==> src/hdl/isp_pkg.sv <==
package isp_pkg;
  localparam int CLK_MHZ = 100;
  localparam int SCK_HALF_NS = 62;
  localparam int SCK_HALF_CYC = (SCK_HALF_NS * CLK_MHZ) / 1000;
  localparam int RST_PULSE_NS = 1000;
  localparam int RST_PULSE_CYC = (RST_PULSE_NS * CLK_MHZ + 999) / 1000;
  localparam int PWRUP_WAIT_MS = 20;
  localparam int PWRUP_WAIT_CYC = PWRUP_WAIT_MS * CLK_MHZ * 1000;
  localparam int FLASH_WAIT_US = 4500;
  localparam int FLASH_WAIT_CYC = FLASH_WAIT_US * CLK_MHZ;
  localparam int EEPROM_WAIT_US = 9000;
  localparam int EEPROM_WAIT_CYC = EEPROM_WAIT_US * CLK_MHZ;
  localparam logic [7:0] OP_ENABLE_B1 = 8'hac;
  localparam logic [7:0] OP_ENABLE_B2 = 8'h53;
  localparam logic [7:0] OP_ERASE_B2 = 8'h80;
  localparam logic [7:0] OP_POLL = 8'hf0;
  localparam logic [7:0] OP_WR_FLASH_PAGE = 8'h4c;
  localparam logic [7:0] OP_WR_EEPROM = 8'hc0;
  localparam logic [7:0] OP_WR_EEPROM_PAGE = 8'hc2;
  localparam logic [7:0] OP_FUSE_GROUP = 8'hac;
  // Which wait applies after an instruction
  typedef enum logic [1:0] {ISP_WAIT_NONE, ISP_WAIT_FLASH, ISP_WAIT_EEPROM} isp_wait_e;
endpackage

==> src/hdl/isp_shift_if.sv <==
`timescale 1ns/10ps
`default_nettype none
// Byte shifter handshake between the sequencer and the bit engine
interface isp_shift_if;
  logic start;
  logic [7:0] tx;
  logic [7:0] rx;
  logic done;
  modport master (output start, output tx, input rx, input done);
  modport slave (input start, input tx, output rx, output done);
endinterface
`default_nettype wire

==> src/hdl/isp_host.sv <==
`timescale 1ns/10ps
`default_nettype none
// Programmer side of the serial programming port
module isp_host
#(
  parameter int PWRUP_CYC = isp_pkg::PWRUP_WAIT_CYC,
  parameter int FLASH_CYC = isp_pkg::FLASH_WAIT_CYC,
  parameter int EEPROM_CYC = isp_pkg::EEPROM_WAIT_CYC
)
(
  input wire logic mclk,
  input wire logic rst_n,
  input wire logic session,
  input wire logic cmd_valid,
  input wire logic [31:0] cmd_word,
  input wire logic use_poll,
  output logic cmd_ready,
  output logic rsp_valid,
  output logic [7:0] rsp_data,
  output logic rsp_echo_ok,
  output logic in_session,
  output logic sync_fail,
  output logic tgt_reset_n,
  output logic tgt_sck,
  output logic tgt_mosi,
  input wire logic tgt_miso
);
  typedef enum logic [2:0] {
    ISP_OFF, ISP_PULSE, ISP_PWRUP, ISP_IDLE, ISP_SEND, ISP_WAIT
  } isp_st_e;

  isp_shift_if sh ();
  isp_st_e st_reg, st_next;
  logic [31:0] cnt_reg, cnt_next;
  logic [31:0] word_reg, word_next;
  logic [1:0] idx_reg, idx_next;
  logic busy_reg, busy_next;
  logic echo_reg, echo_next;
  logic enabled_reg, enabled_next;
  logic poll_reg, poll_next;
  logic [31:0] wait_reg, wait_next;
  logic rdy_reg, rdy_next, rv_reg, rv_next, ok_reg, ok_next;
  logic fail_reg, fail_next, rstn_reg, rstn_next;
  logic [7:0] rd_reg, rd_next;
  logic miso_m, miso_s;

  // Two flops on the target data line before anything reads it
  always_ff @(posedge mclk)
  begin
    if (!rst_n)
    begin
      miso_m <= 1'b0;
      miso_s <= 1'b0;
    end
    else
    begin
      miso_m <= tgt_miso;
      miso_s <= miso_m;
    end
  end

  isp_byte_shift u_shift (
    .mclk(mclk),
    .rst_n(rst_n),
    .sh(sh.slave),
    .miso_sync(miso_s),
    .sck(tgt_sck),
    .mosi(tgt_mosi)
  );

  assign sh.start = busy_reg && (st_reg == ISP_SEND) && !sh.done && (cnt_reg == 32'h0);
  assign sh.tx = word_reg[31:24];

  // Session sequencer
  always_comb
  begin
    st_next = st_reg;
    cnt_next = cnt_reg;
    word_next = word_reg;
    idx_next = idx_reg;
    busy_next = busy_reg;
    echo_next = echo_reg;
    enabled_next = enabled_reg;
    poll_next = poll_reg;
    wait_next = wait_reg;
    rdy_next = 1'b0;
    rv_next = 1'b0;
    ok_next = ok_reg;
    fail_next = fail_reg;
    rstn_next = rstn_reg;
    rd_next = rd_reg;
    unique case (st_reg)
      ISP_OFF:
      begin
        rstn_next = 1'b1; // Released reset means normal target run
        enabled_next = 1'b0;
        if (session)
        begin
          // Clock already low; pulse reset high then low
          cnt_next = 32'(isp_pkg::RST_PULSE_CYC);
          st_next = ISP_PULSE;
        end
      end
      ISP_PULSE:
      begin
        cnt_next = cnt_reg - 32'h1;
        if (cnt_reg == 32'h1)
        begin
          rstn_next = 1'b0; // Session only under low reset
          cnt_next = 32'(PWRUP_CYC);
          st_next = ISP_PWRUP;
        end
      end
      ISP_PWRUP:
      begin
        cnt_next = cnt_reg - 32'h1;
        if (cnt_reg == 32'h1)
        begin
          // First instruction after the delay is programming enable
          word_next = {isp_pkg::OP_ENABLE_B1, isp_pkg::OP_ENABLE_B2, 16'h0000};
          idx_next = 2'h0;
          busy_next = 1'b1;
          cnt_next = 32'h0;
          wait_next = 32'h0;
          st_next = ISP_SEND;
        end
      end
      ISP_IDLE:
      begin
        // Ready stays up until a command is taken, so a held request is never starved
        rdy_next = session && !(cmd_valid && cmd_ready);
        if (!session)
        begin
          st_next = ISP_OFF;
        end
        else if (cmd_valid && cmd_ready)
        begin
          word_next = cmd_word; // Sent as given, so load order is the caller's
          idx_next = 2'h0;
          busy_next = 1'b1;
          poll_next = use_poll;
          cnt_next = 32'h0;
          // Writes and erase need their delay when not polling
          if (cmd_word[31:24] == isp_pkg::OP_WR_FLASH_PAGE) // Page commit
            wait_next = 32'(FLASH_CYC);
          else if (cmd_word[31:24] == isp_pkg::OP_WR_EEPROM
                   || cmd_word[31:24] == isp_pkg::OP_WR_EEPROM_PAGE)
            wait_next = 32'(EEPROM_CYC); // Page and byte commits
          else if (cmd_word[31:24] == isp_pkg::OP_FUSE_GROUP
                   && cmd_word[23:16] == isp_pkg::OP_ERASE_B2)
            wait_next = 32'(EEPROM_CYC);
          else if (cmd_word[31:24] == isp_pkg::OP_FUSE_GROUP
                   && cmd_word[23:16] != isp_pkg::OP_ENABLE_B2)
            wait_next = 32'(FLASH_CYC);
          else
            wait_next = 32'h0;
          st_next = ISP_SEND;
        end
      end
      ISP_SEND:
      begin
        if (sh.done)
        begin
          word_next = {word_reg[23:0], 8'h00};
          idx_next = idx_reg + 2'h1;
          // Echo of 0x53 arrives while the third byte shifts
          if (idx_reg == 2'h2)
            echo_next = (sh.rx == isp_pkg::OP_ENABLE_B2);
          if (idx_reg == 2'h3)
          begin
            busy_next = 1'b0;
            rd_next = sh.rx; // Read data arrives in the fourth byte
            if (!enabled_reg)
            begin
              // Four bytes sent regardless; retry with a reset pulse
              if (echo_reg)
              begin
                enabled_next = 1'b1;
                st_next = ISP_IDLE;
              end
              else
              begin
                fail_next = 1'b1;
                rstn_next = 1'b1;
                cnt_next = 32'(isp_pkg::RST_PULSE_CYC);
                st_next = ISP_PULSE;
              end
            end
            else
            begin
              rv_next = 1'b1;
              ok_next = echo_reg;
              cnt_next = poll_reg ? 32'h0 : wait_reg;
              st_next = (poll_reg || wait_reg == 32'h0) ? ISP_IDLE : ISP_WAIT;
            end
          end
        end
      end
      ISP_WAIT:
      begin
        cnt_next = cnt_reg - 32'h1; // Host stays off the link meanwhile
        if (cnt_reg <= 32'h1)
          st_next = ISP_IDLE;
      end
      default: st_next = ISP_OFF;
    endcase
  end

  always_ff @(posedge mclk)
  begin
    if (!rst_n)
    begin
      st_reg <= ISP_OFF;
      cnt_reg <= 32'h0;
      word_reg <= 32'h0;
      idx_reg <= 2'h0;
      busy_reg <= 1'b0;
      echo_reg <= 1'b0;
      enabled_reg <= 1'b0;
      poll_reg <= 1'b0;
      wait_reg <= 32'h0;
      rdy_reg <= 1'b0;
      rv_reg <= 1'b0;
      ok_reg <= 1'b0;
      fail_reg <= 1'b0;
      rstn_reg <= 1'b1;
      rd_reg <= 8'h00;
    end
    else
    begin
      st_reg <= st_next;
      cnt_reg <= cnt_next;
      word_reg <= word_next;
      idx_reg <= idx_next;
      busy_reg <= busy_next;
      echo_reg <= echo_next;
      enabled_reg <= enabled_next;
      poll_reg <= poll_next;
      wait_reg <= wait_next;
      rdy_reg <= rdy_next;
      rv_reg <= rv_next;
      ok_reg <= ok_next;
      fail_reg <= fail_next;
      rstn_reg <= rstn_next;
      rd_reg <= rd_next;
    end
  end

  // Outputs straight from flops
  assign cmd_ready = rdy_reg;
  assign rsp_valid = rv_reg;
  assign rsp_data = rd_reg;
  assign rsp_echo_ok = ok_reg;
  assign in_session = enabled_reg;
  assign sync_fail = fail_reg;
  assign tgt_reset_n = rstn_reg;
endmodule // isp_host
`default_nettype wire

==> src/hdl/isp_byte_shift.sv <==
`timescale 1ns/10ps
`default_nettype none
// Shifts one byte msb first, clock idles low
module isp_byte_shift
(
  input wire logic mclk,
  input wire logic rst_n,
  isp_shift_if.slave sh,
  input wire logic miso_sync,
  output logic sck,
  output logic mosi
);
  typedef enum logic [1:0] {ISP_SH_IDLE, ISP_SH_LOW, ISP_SH_HIGH} isp_sh_e;
  isp_sh_e st_reg, st_next;
  logic [7:0] cnt_reg, cnt_next;
  logic [2:0] bit_reg, bit_next;
  logic [7:0] tx_reg, tx_next, rx_reg, rx_next;
  logic done_reg, done_next;

  // Half periods well above three target cycles even at high target clocks
  always_comb
  begin
    st_next = st_reg;
    cnt_next = cnt_reg;
    bit_next = bit_reg;
    tx_next = tx_reg;
    rx_next = rx_reg;
    done_next = 1'b0;
    unique case (st_reg)
      ISP_SH_IDLE:
      begin
        if (sh.start)
        begin
          tx_next = sh.tx;
          bit_next = 3'h7;
          cnt_next = 8'h00;
          st_next = ISP_SH_LOW;
        end
      end
      ISP_SH_LOW:
      begin
        cnt_next = cnt_reg + 8'h01;
        if (cnt_reg == 8'(isp_pkg::SCK_HALF_CYC - 1))
        begin
          cnt_next = 8'h00;
          st_next = ISP_SH_HIGH; // Target samples mosi on this rise
        end
      end
      ISP_SH_HIGH:
      begin
        cnt_next = cnt_reg + 8'h01;
        if (cnt_reg == 8'(isp_pkg::SCK_HALF_CYC - 1))
        begin
          cnt_next = 8'h00;
          // Sample miso just before the fall, it changes on the fall
          rx_next = {rx_reg[6:0], miso_sync};
          tx_next = {tx_reg[6:0], 1'b0}; // Msb first
          bit_next = bit_reg - 3'h1;
          if (bit_reg == 3'h0)
          begin
            st_next = ISP_SH_IDLE;
            done_next = 1'b1;
          end
          else
          begin
            st_next = ISP_SH_LOW;
          end
        end
      end
      default: st_next = ISP_SH_IDLE;
    endcase
  end

  always_ff @(posedge mclk)
  begin
    if (!rst_n)
    begin
      st_reg <= ISP_SH_IDLE;
      cnt_reg <= 8'h00;
      bit_reg <= 3'h0;
      tx_reg <= 8'h00;
      rx_reg <= 8'h00;
      done_reg <= 1'b0;
    end
    else
    begin
      st_reg <= st_next;
      cnt_reg <= cnt_next;
      bit_reg <= bit_next;
      tx_reg <= tx_next;
      rx_reg <= rx_next;
      done_reg <= done_next;
    end
  end

  // Registered pins; clock only high in the high phase
  always_ff @(posedge mclk)
  begin
    if (!rst_n)
    begin
      sck <= 1'b0;
      mosi <= 1'b0;
    end
    else
    begin
      sck <= (st_next == ISP_SH_HIGH);
      mosi <= tx_next[7];
    end
  end

  assign sh.rx = rx_reg;
  assign sh.done = done_reg;
endmodule // isp_byte_shift
`default_nettype wire

==> config.mk <==
export PLATFORM = sky130hd
export DESIGN_NAME = isp_host
export DESIGN_NICKNAME = d
export VERILOG_FILES = /design/src/hdl/isp_pkg.sv /design/src/hdl/isp_shift_if.sv /design/src/hdl/isp_host.sv /design/src/hdl/isp_byte_shift.sv
export SDC_FILE = /design/constraint.sdc
export NUM_CORES = 1
export LEC_CHECK = 0
export BUFFER_PORTS_ARGS = -buffer_cell sky130_fd_sc_hd__buf_2
export CAP_MARGIN = 20
export CORE_MARGIN = 5
export CORE_UTILIZATION = 55
export DETAILED_ROUTE_END_ITERATION = 16
export PLACE_DENSITY = 0.75
export SLEW_MARGIN = 0
export SYNTH_ARGS = -nofsm -noshare
export SYNTH_HDL_FRONTEND = slang
export SYNTH_SLANG_ARGS = --single-unit
==> constraint.sdc <==
create_clock -name mclk -period 3.6 [get_ports mclk]
set_input_delay 0.54 -clock mclk [delete_from_list [all_inputs] [get_ports mclk]]
set_output_delay 0.54 -clock mclk [all_outputs]
set_load 0.02 [all_outputs]
# Yosys cells after proc, flatten, opt, wreduce, memory -nomap -nowiden
# Index checks and enable logic that the tools add are counted.
dict set report word_totals {
  reg_bits 151
  in_bits 38
  output_inout_bits 16
  word_cells 181
}
dict set report classes {
  addsub 4
  order_cmp 1
  n_eq_ne 33
  muxes 74
  bitwise_logic 2
  n_reduce_logical 42
}
# operator n
set ops {}
lappend ops {{$mux W32} 17}
lappend ops {{$pmux W32 S6} 1}
lappend ops {{$pmux W32 S3} 1}
lappend ops {{$logic_not A32 Y1} 2}
lappend ops {{$pmux W32 S2} 1}
lappend ops {{$mux W20} 3}
lappend ops {{$mux W3} 12}
lappend ops {{$eq A32 B1 Y1 const B} 1}
lappend ops {{$eq A8 B8 Y1 const B} 4}
lappend ops {{$le A32 B1 Y1 const B} 1}
lappend ops {{$mux W8} 4}
lappend ops {{$pmux W8 S2} 2}
lappend ops {{$sub A32 B1 Y32 const B} 1}
lappend ops {{$mux W19} 1}
lappend ops {{$ne A2 B2 Y1 const B} 9}
lappend ops {{$pmux W3 S6} 1}
lappend ops {{$reduce_and A3 Y1} 6}
lappend ops {{$mux W1} 17}
lappend ops {{$eq A8 B7 Y1 const B} 2}
lappend ops {{$mux W2} 8}
lappend ops {{$reduce_and A7 Y1} 2}
lappend ops {{$pmux W2 S3} 2}
lappend ops {{$reduce_and A4 Y1} 3}
lappend ops {{$reduce_and A6 Y1} 2}
lappend ops {{27 further kinds} 53}

# Longest topological paths before layout
dict set report depth {
  ltp_word 9
  depth_mapped 10
  ltp_nobuf 8
}

# Hierarchy
# A second synthesis with hierarchy kept.
dict set report hier_totals {
  cells_unflattened 718
  hier_area_um2 6019.5
}
# mod instances cells_each area_each_um2 seq_area_each_um2
set by_module_without_submodules {}
lappend by_module_without_submodules {isp_host 1 563 4558.1 1821.7}
lappend by_module_without_submodules {isp_byte_shift 1 155 1461.4 620.6}

# Least setup slack after synthesis
# OpenSTA, ideal clock, no wires.
dict set report synth_path {
  kind {flip-flop to flip-flop}
  startpoint {register cnt_reg[11]}
  endpoint {register u_shift.tx_reg[5]}
  setup_time_ns 0.079
  arrival_ns 2.633
  required_ns 3.521
  setup_slack_ns 0.888
  stages_incl_launch_ff 9
  path_buffers 2
  period_less_slack_ns 2.712
  path_cell_list {dfxtp_1 or4_1 clkbuf_2 or4_4 o41ai_4 a21boi_4 buf_6 nor2_2 a211oi_2}
}
dict set report synth_via {
  elab_chain_len 4
}
# element line_no
set synth_lines {}
lappend synth_lines {{from (decl)} isp_host.sv:34} ;# logic [31:0] cnt_reg, cnt_next;
lappend synth_lines {{from (signal assigned)} isp_host.sv:232} ;# cnt_reg <= cnt_next;
lappend synth_lines {{$logic_not A32 Y1} isp_host.sv:71} ;# assign sh.start = busy_reg && (st_reg == ISP_SEND) && !sh.done && (cnt_reg == 32'h0);
lappend synth_lines {{$logic_and A1 B1 Y1} isp_host.sv:71}
lappend synth_lines {{$ne A2 B2 Y1 (no source line)} n/a}
lappend synth_lines {{$reduce_and A3 Y1 (no source line)} n/a}
lappend synth_lines {{to (signal assigned)} isp_byte_shift.sv:90} ;# tx_reg <= tx_next;
lappend synth_lines {{to (decl)} isp_byte_shift.sv:17} ;# logic [7:0] tx_reg, tx_next, rx_reg, rx_next;
# No other way between the ends.
# A chain may end at the register's enable or synchronous reset.

# Worst setup path in the final report
dict set report layout_path {
  startpoint {register cnt_reg[22]}
  endpoint {register cnt_reg[23]}
}
dict set report layout_via {
  elab_chain_len 3
  elab_cells_between_ends 5
  classes_between {1 x add/sub; 1 x eq/ne; 3 x mux}
}
# element line_no
set layout_lines {}
lappend layout_lines {{$sub A32 B1 Y32 / $eq A32 B1 Y1 (equally long branches)} n/a}
lappend layout_lines {{$mux W32, on equally long branches} {isp_host.sv:117, isp_host.sv:107}}
lappend layout_lines {{$pmux W32 S6 (*)} isp_host.sv:92} ;# unique case (st_reg)
# Every way passes the cells marked *; elsewhere a longest branch is shown, timed or not.

==> metrics.md <==
| Metric | Value |
|---|---|
| Status | finished clean |
| Antenna viol nets, final | 0 |
| Hold_buf cts | 0 |
| WP data required | 4.02 ns |
| Setup violations, final | 0 |
| Worst slack, placed | 0.5209 ns |
| Critical register-to-register path endpoint | cnt_reg[23]$_SDFFE_PN0P_ |
| RePlAce Congestion | 0.9047 |
| Yosys warning total | 0 |
| Sequential-to-total area share from yosys stat | 0.4060 |
| Clock power frac | 0.335 |
| Combinational share of power | 0.350 |
| Synth top area share | 0.4060 |
| Startpoint Class | register |
| Largest net degree at the start of global routing | 60 |
| Global-route wire length before repair | 26.93 mm |
| Critical path arrival | 3.56 ns |
| Drt pass-1 iters | 5 |
| CTS Sinks | 122 |
| Skew-Pair Late Insertion Delay | 0.53 ns |
| Antenna diodes | 0 |
| Crit path max fanout | 8 |
| PostCTS Resize Cnt | 0 |
| P per Cell Area | 745.8 nW/um^2 |
| RSZ-0062 raised after global routing | false |
| DR WL/cell | 16.97 um |
| NetSw | 1.996 mW |
| Fmax | 0.3183 GHz |
| Worst Hold Launch | tgt_miso |
| CTS root buffer | clkbuf_8 |
| Max-cap violations | 0 |
| Area grow syn2layout | 16.60% |
| TritonCTS clock tree | built |
| Top delay family on crit path | simple AND/OR/NAND/NOR gates |
| Vias per inst | 6.242 |
| Worst path bufs/invs | 0 |
| Detailed Route WL | 16.16 mm |
| Synth cell types | 63 |
| Synth cell count leaders | 122 x dfxtp_1, 83 x nor2_1, 79 x nand2_1 |
| Synth Net Count | 809 |
| Final HPWL DP | 11.07 mm |
| Sw Ratio | 0.3816 |
| Nets@finish | 849 |
| Initial Util | 0.5574 |
| Most frequent CP cell | or4_1 |
| Cells after Synth | 759 |
| Congestion Overflow GR | 0 |
| Slowest stage delay, CP | 0.67 ns |
| Gr usage total | 0.2526 |
| Final WS setup | 0.4584 ns |
| Synthesis-stage register bit count | 122 |
| Synthesized area per cell | 7.926 sq um |
| Leakage | 2.561 nW |
| Worst slew pin tran | 0.8269 ns |
| CTS clock-pin slew for the worst setup and hold paths | 0.06 ns |
| Tcrit/Tclk final | 0.8727 |
| Iter 0 DRT Violations | 623 |
| Slew HR | 0.4467 |
| Die width | 114.6 um |
| Hold Path Depth | 2 |
| R2r worst-path depth | 6 |
| Kind of critical path | register to register |
| Area leader, netlist | dfxtp_1 |
| Post-CTS repair timing setup buffer count | 0 |
| FP Rows | 38 |
| Fill cells | 898 |
| Vias in the first global route | 5632 |
| Chip height | 114.6 um |
| Flop pwr share | 0.314 |
| Antenna violations before repair | 0 |
| Number of synthesized flops with an enable pin | 0 |
| Min-Delay Endpoint | miso_m$_SDFF_PN0_ |
| Post-synth ARST share | 0 |
| Max-slew violations | 0 |
| Remaining routing DRC violations | 0 |
| Worst setup EP type | register |
| VDD IR-drop max | 502.8 uV |
| DR vias | 5942 |
| Ports | 54 |
| Clk_skew | 0.008658 ns |
| Worst r2r src | cnt_reg[22]$_SDFFE_PN0P_ |
| Die area | 13130 sq um |
| Most common cell in the netlist | dfxtp_1 |
| Synth Flop Type | dfxtp_1 |
| CTS Buf Count | 17 |
| Minimum clock period | 3.142 ns |
| I/O Buffers | 53 |
| Mapped Area | 6016 sq um |
| Pint | 3.235 mW |
| Crit-path slowest cell | or4_1 |
| Worst hold-check path type | primary input to register |
| H-tree depth | 4 |
| Clk buf depth | 2 |
| Layout cell share with drive strength beyond 1 | 0.1478 |
| Endpoints failing hold | 0 |
| CP Cell Sequence | or4_1 > or4_1 > nor4_2 > or2_0 > o21ai_0 > o21a_1 |
| Placeable Area | 10790 sq um |
| TNS Setup | 0 ns |
| Reg2Reg Setup Slack | 0.46 ns |
| Top cells by area, synth | dfxtp_1 41%, a21oi_1 5.5%, nor2_1 5.2%, nand2_1 4.9%, nor3_1 3.8% |
==> cells in the final DEF (no fill, tap or decap), drive strengths merged, types with 11 or more instances in the layout <==
master,count
dfxtp,122
nor2,84
nand2,79
buf,70
a21oi,66
nor3,46
nand3,39
o21ai,33
nor4,22
clkbuf,20
inv,19
a221oi,17
or3,15
a211oi,15
mux2i,13
ha,12
nand4,11
==> cells by family after synthesis <==
group	after synthesis	share of synthesized area
AO/OA/AOI/OAI	188	0.2051
XOR/XNOR	3	0.004369
multiplexers	13	0.02163
AND/OR/NAND/NOR	354	0.2943
adder cells (fa/ha/maj)	12	0.02496
flip-flops	122	0.4060
buffers and inverters	67	0.04368
==> worst max-delay path by stage <==
stage,start,endpoint,slack [ns],cells after the start
2_1_floorplan,cnt_reg[11]$_SDFFE_PN0P_,u_shift.tx_reg[5]$_SDFFE_PN0P_,0.89,8
3_3_place_gp,cnt_reg[22]$_SDFFE_PN0P_,cnt_reg[23]$_SDFFE_PN0P_,0.59,6
3_5_place_dp,cnt_reg[22]$_SDFFE_PN0P_,cnt_reg[23]$_SDFFE_PN0P_,0.52,6
4_1_cts,cnt_reg[22]$_SDFFE_PN0P_,cnt_reg[23]$_SDFFE_PN0P_,0.52,6
5_1_grt,cnt_reg[22]$_SDFFE_PN0P_,cnt_reg[23]$_SDFFE_PN0P_,0.33,6
6_report,cnt_reg[22]$_SDFFE_PN0P_,cnt_reg[23]$_SDFFE_PN0P_,0.46,6
==> metrics by stage <==
step | area, sq um | hold WS, ns | std cells | power (mW) | util
after floorplan | 6016 | 0.4119 | 759 | 3.011 | -
after detailed placement | 6407 | 0.4315 | 920 | 3.445 | 0.5937
after CTS | 7014 | 0.2001 | 952 | 5.210 | 0.6499
final | 7014 | 0.2193 | 952 | 5.231 | 0.6499
after global placement | 6396 | 0.4169 | 919 | 3.413 | 0.5926
after global routing | 7014 | 0.2181 | 952 | 5.526 | 0.6499
==> per-layer routing <==
metal  share of wire  track usage  vias to the layer above
met3           0.068      0.05655                       41
met1            0.44       0.3286                     2803
li1                -            -                     2866
met5               0            0                        -
met4           0.022      0.09184                        0
met2            0.47       0.4106                      232
==> layout make-up <==
| cell class | instances | area (sq um) | area share |
|---|---|---|---|
| Clock buffer | 20 | 435.4 | 0.06208 |
| Clock inverter | 12 | 171.4 | 0.02444 |
| Inverter | 18 | 67.56 | 0.009633 |
| Multi-Input combinational cell | 570 | 3326 | 0.4741 |
| Sequential cell | 122 | 2442 | 0.3482 |
| Tap cell | 140 | 175.2 | 0.02497 |
| Timing Repair Buffer | 70 | 396.6 | 0.05655 |
==> power by group through the flow <==
stage	combinational [mW]	clock, mW	sequential [mW]
detailed placement	1.78	0	1.66
finish	1.83	1.75	1.64
floorplan	1.41	0	1.60
global route	2.00	1.86	1.67
global placement	1.75	0	1.66
CTS	1.79	1.78	1.64
==> worst register-to-register path: stages, from the launching register on <==
cell and delay [ns]:
dfxtp_1 0.34, or4_1 0.67, or4_1 0.56, nor4_2 0.59, or2_0 0.50, o21ai_0 0.18
o21a_1 0.20
(Power assumes the default switching activity.)
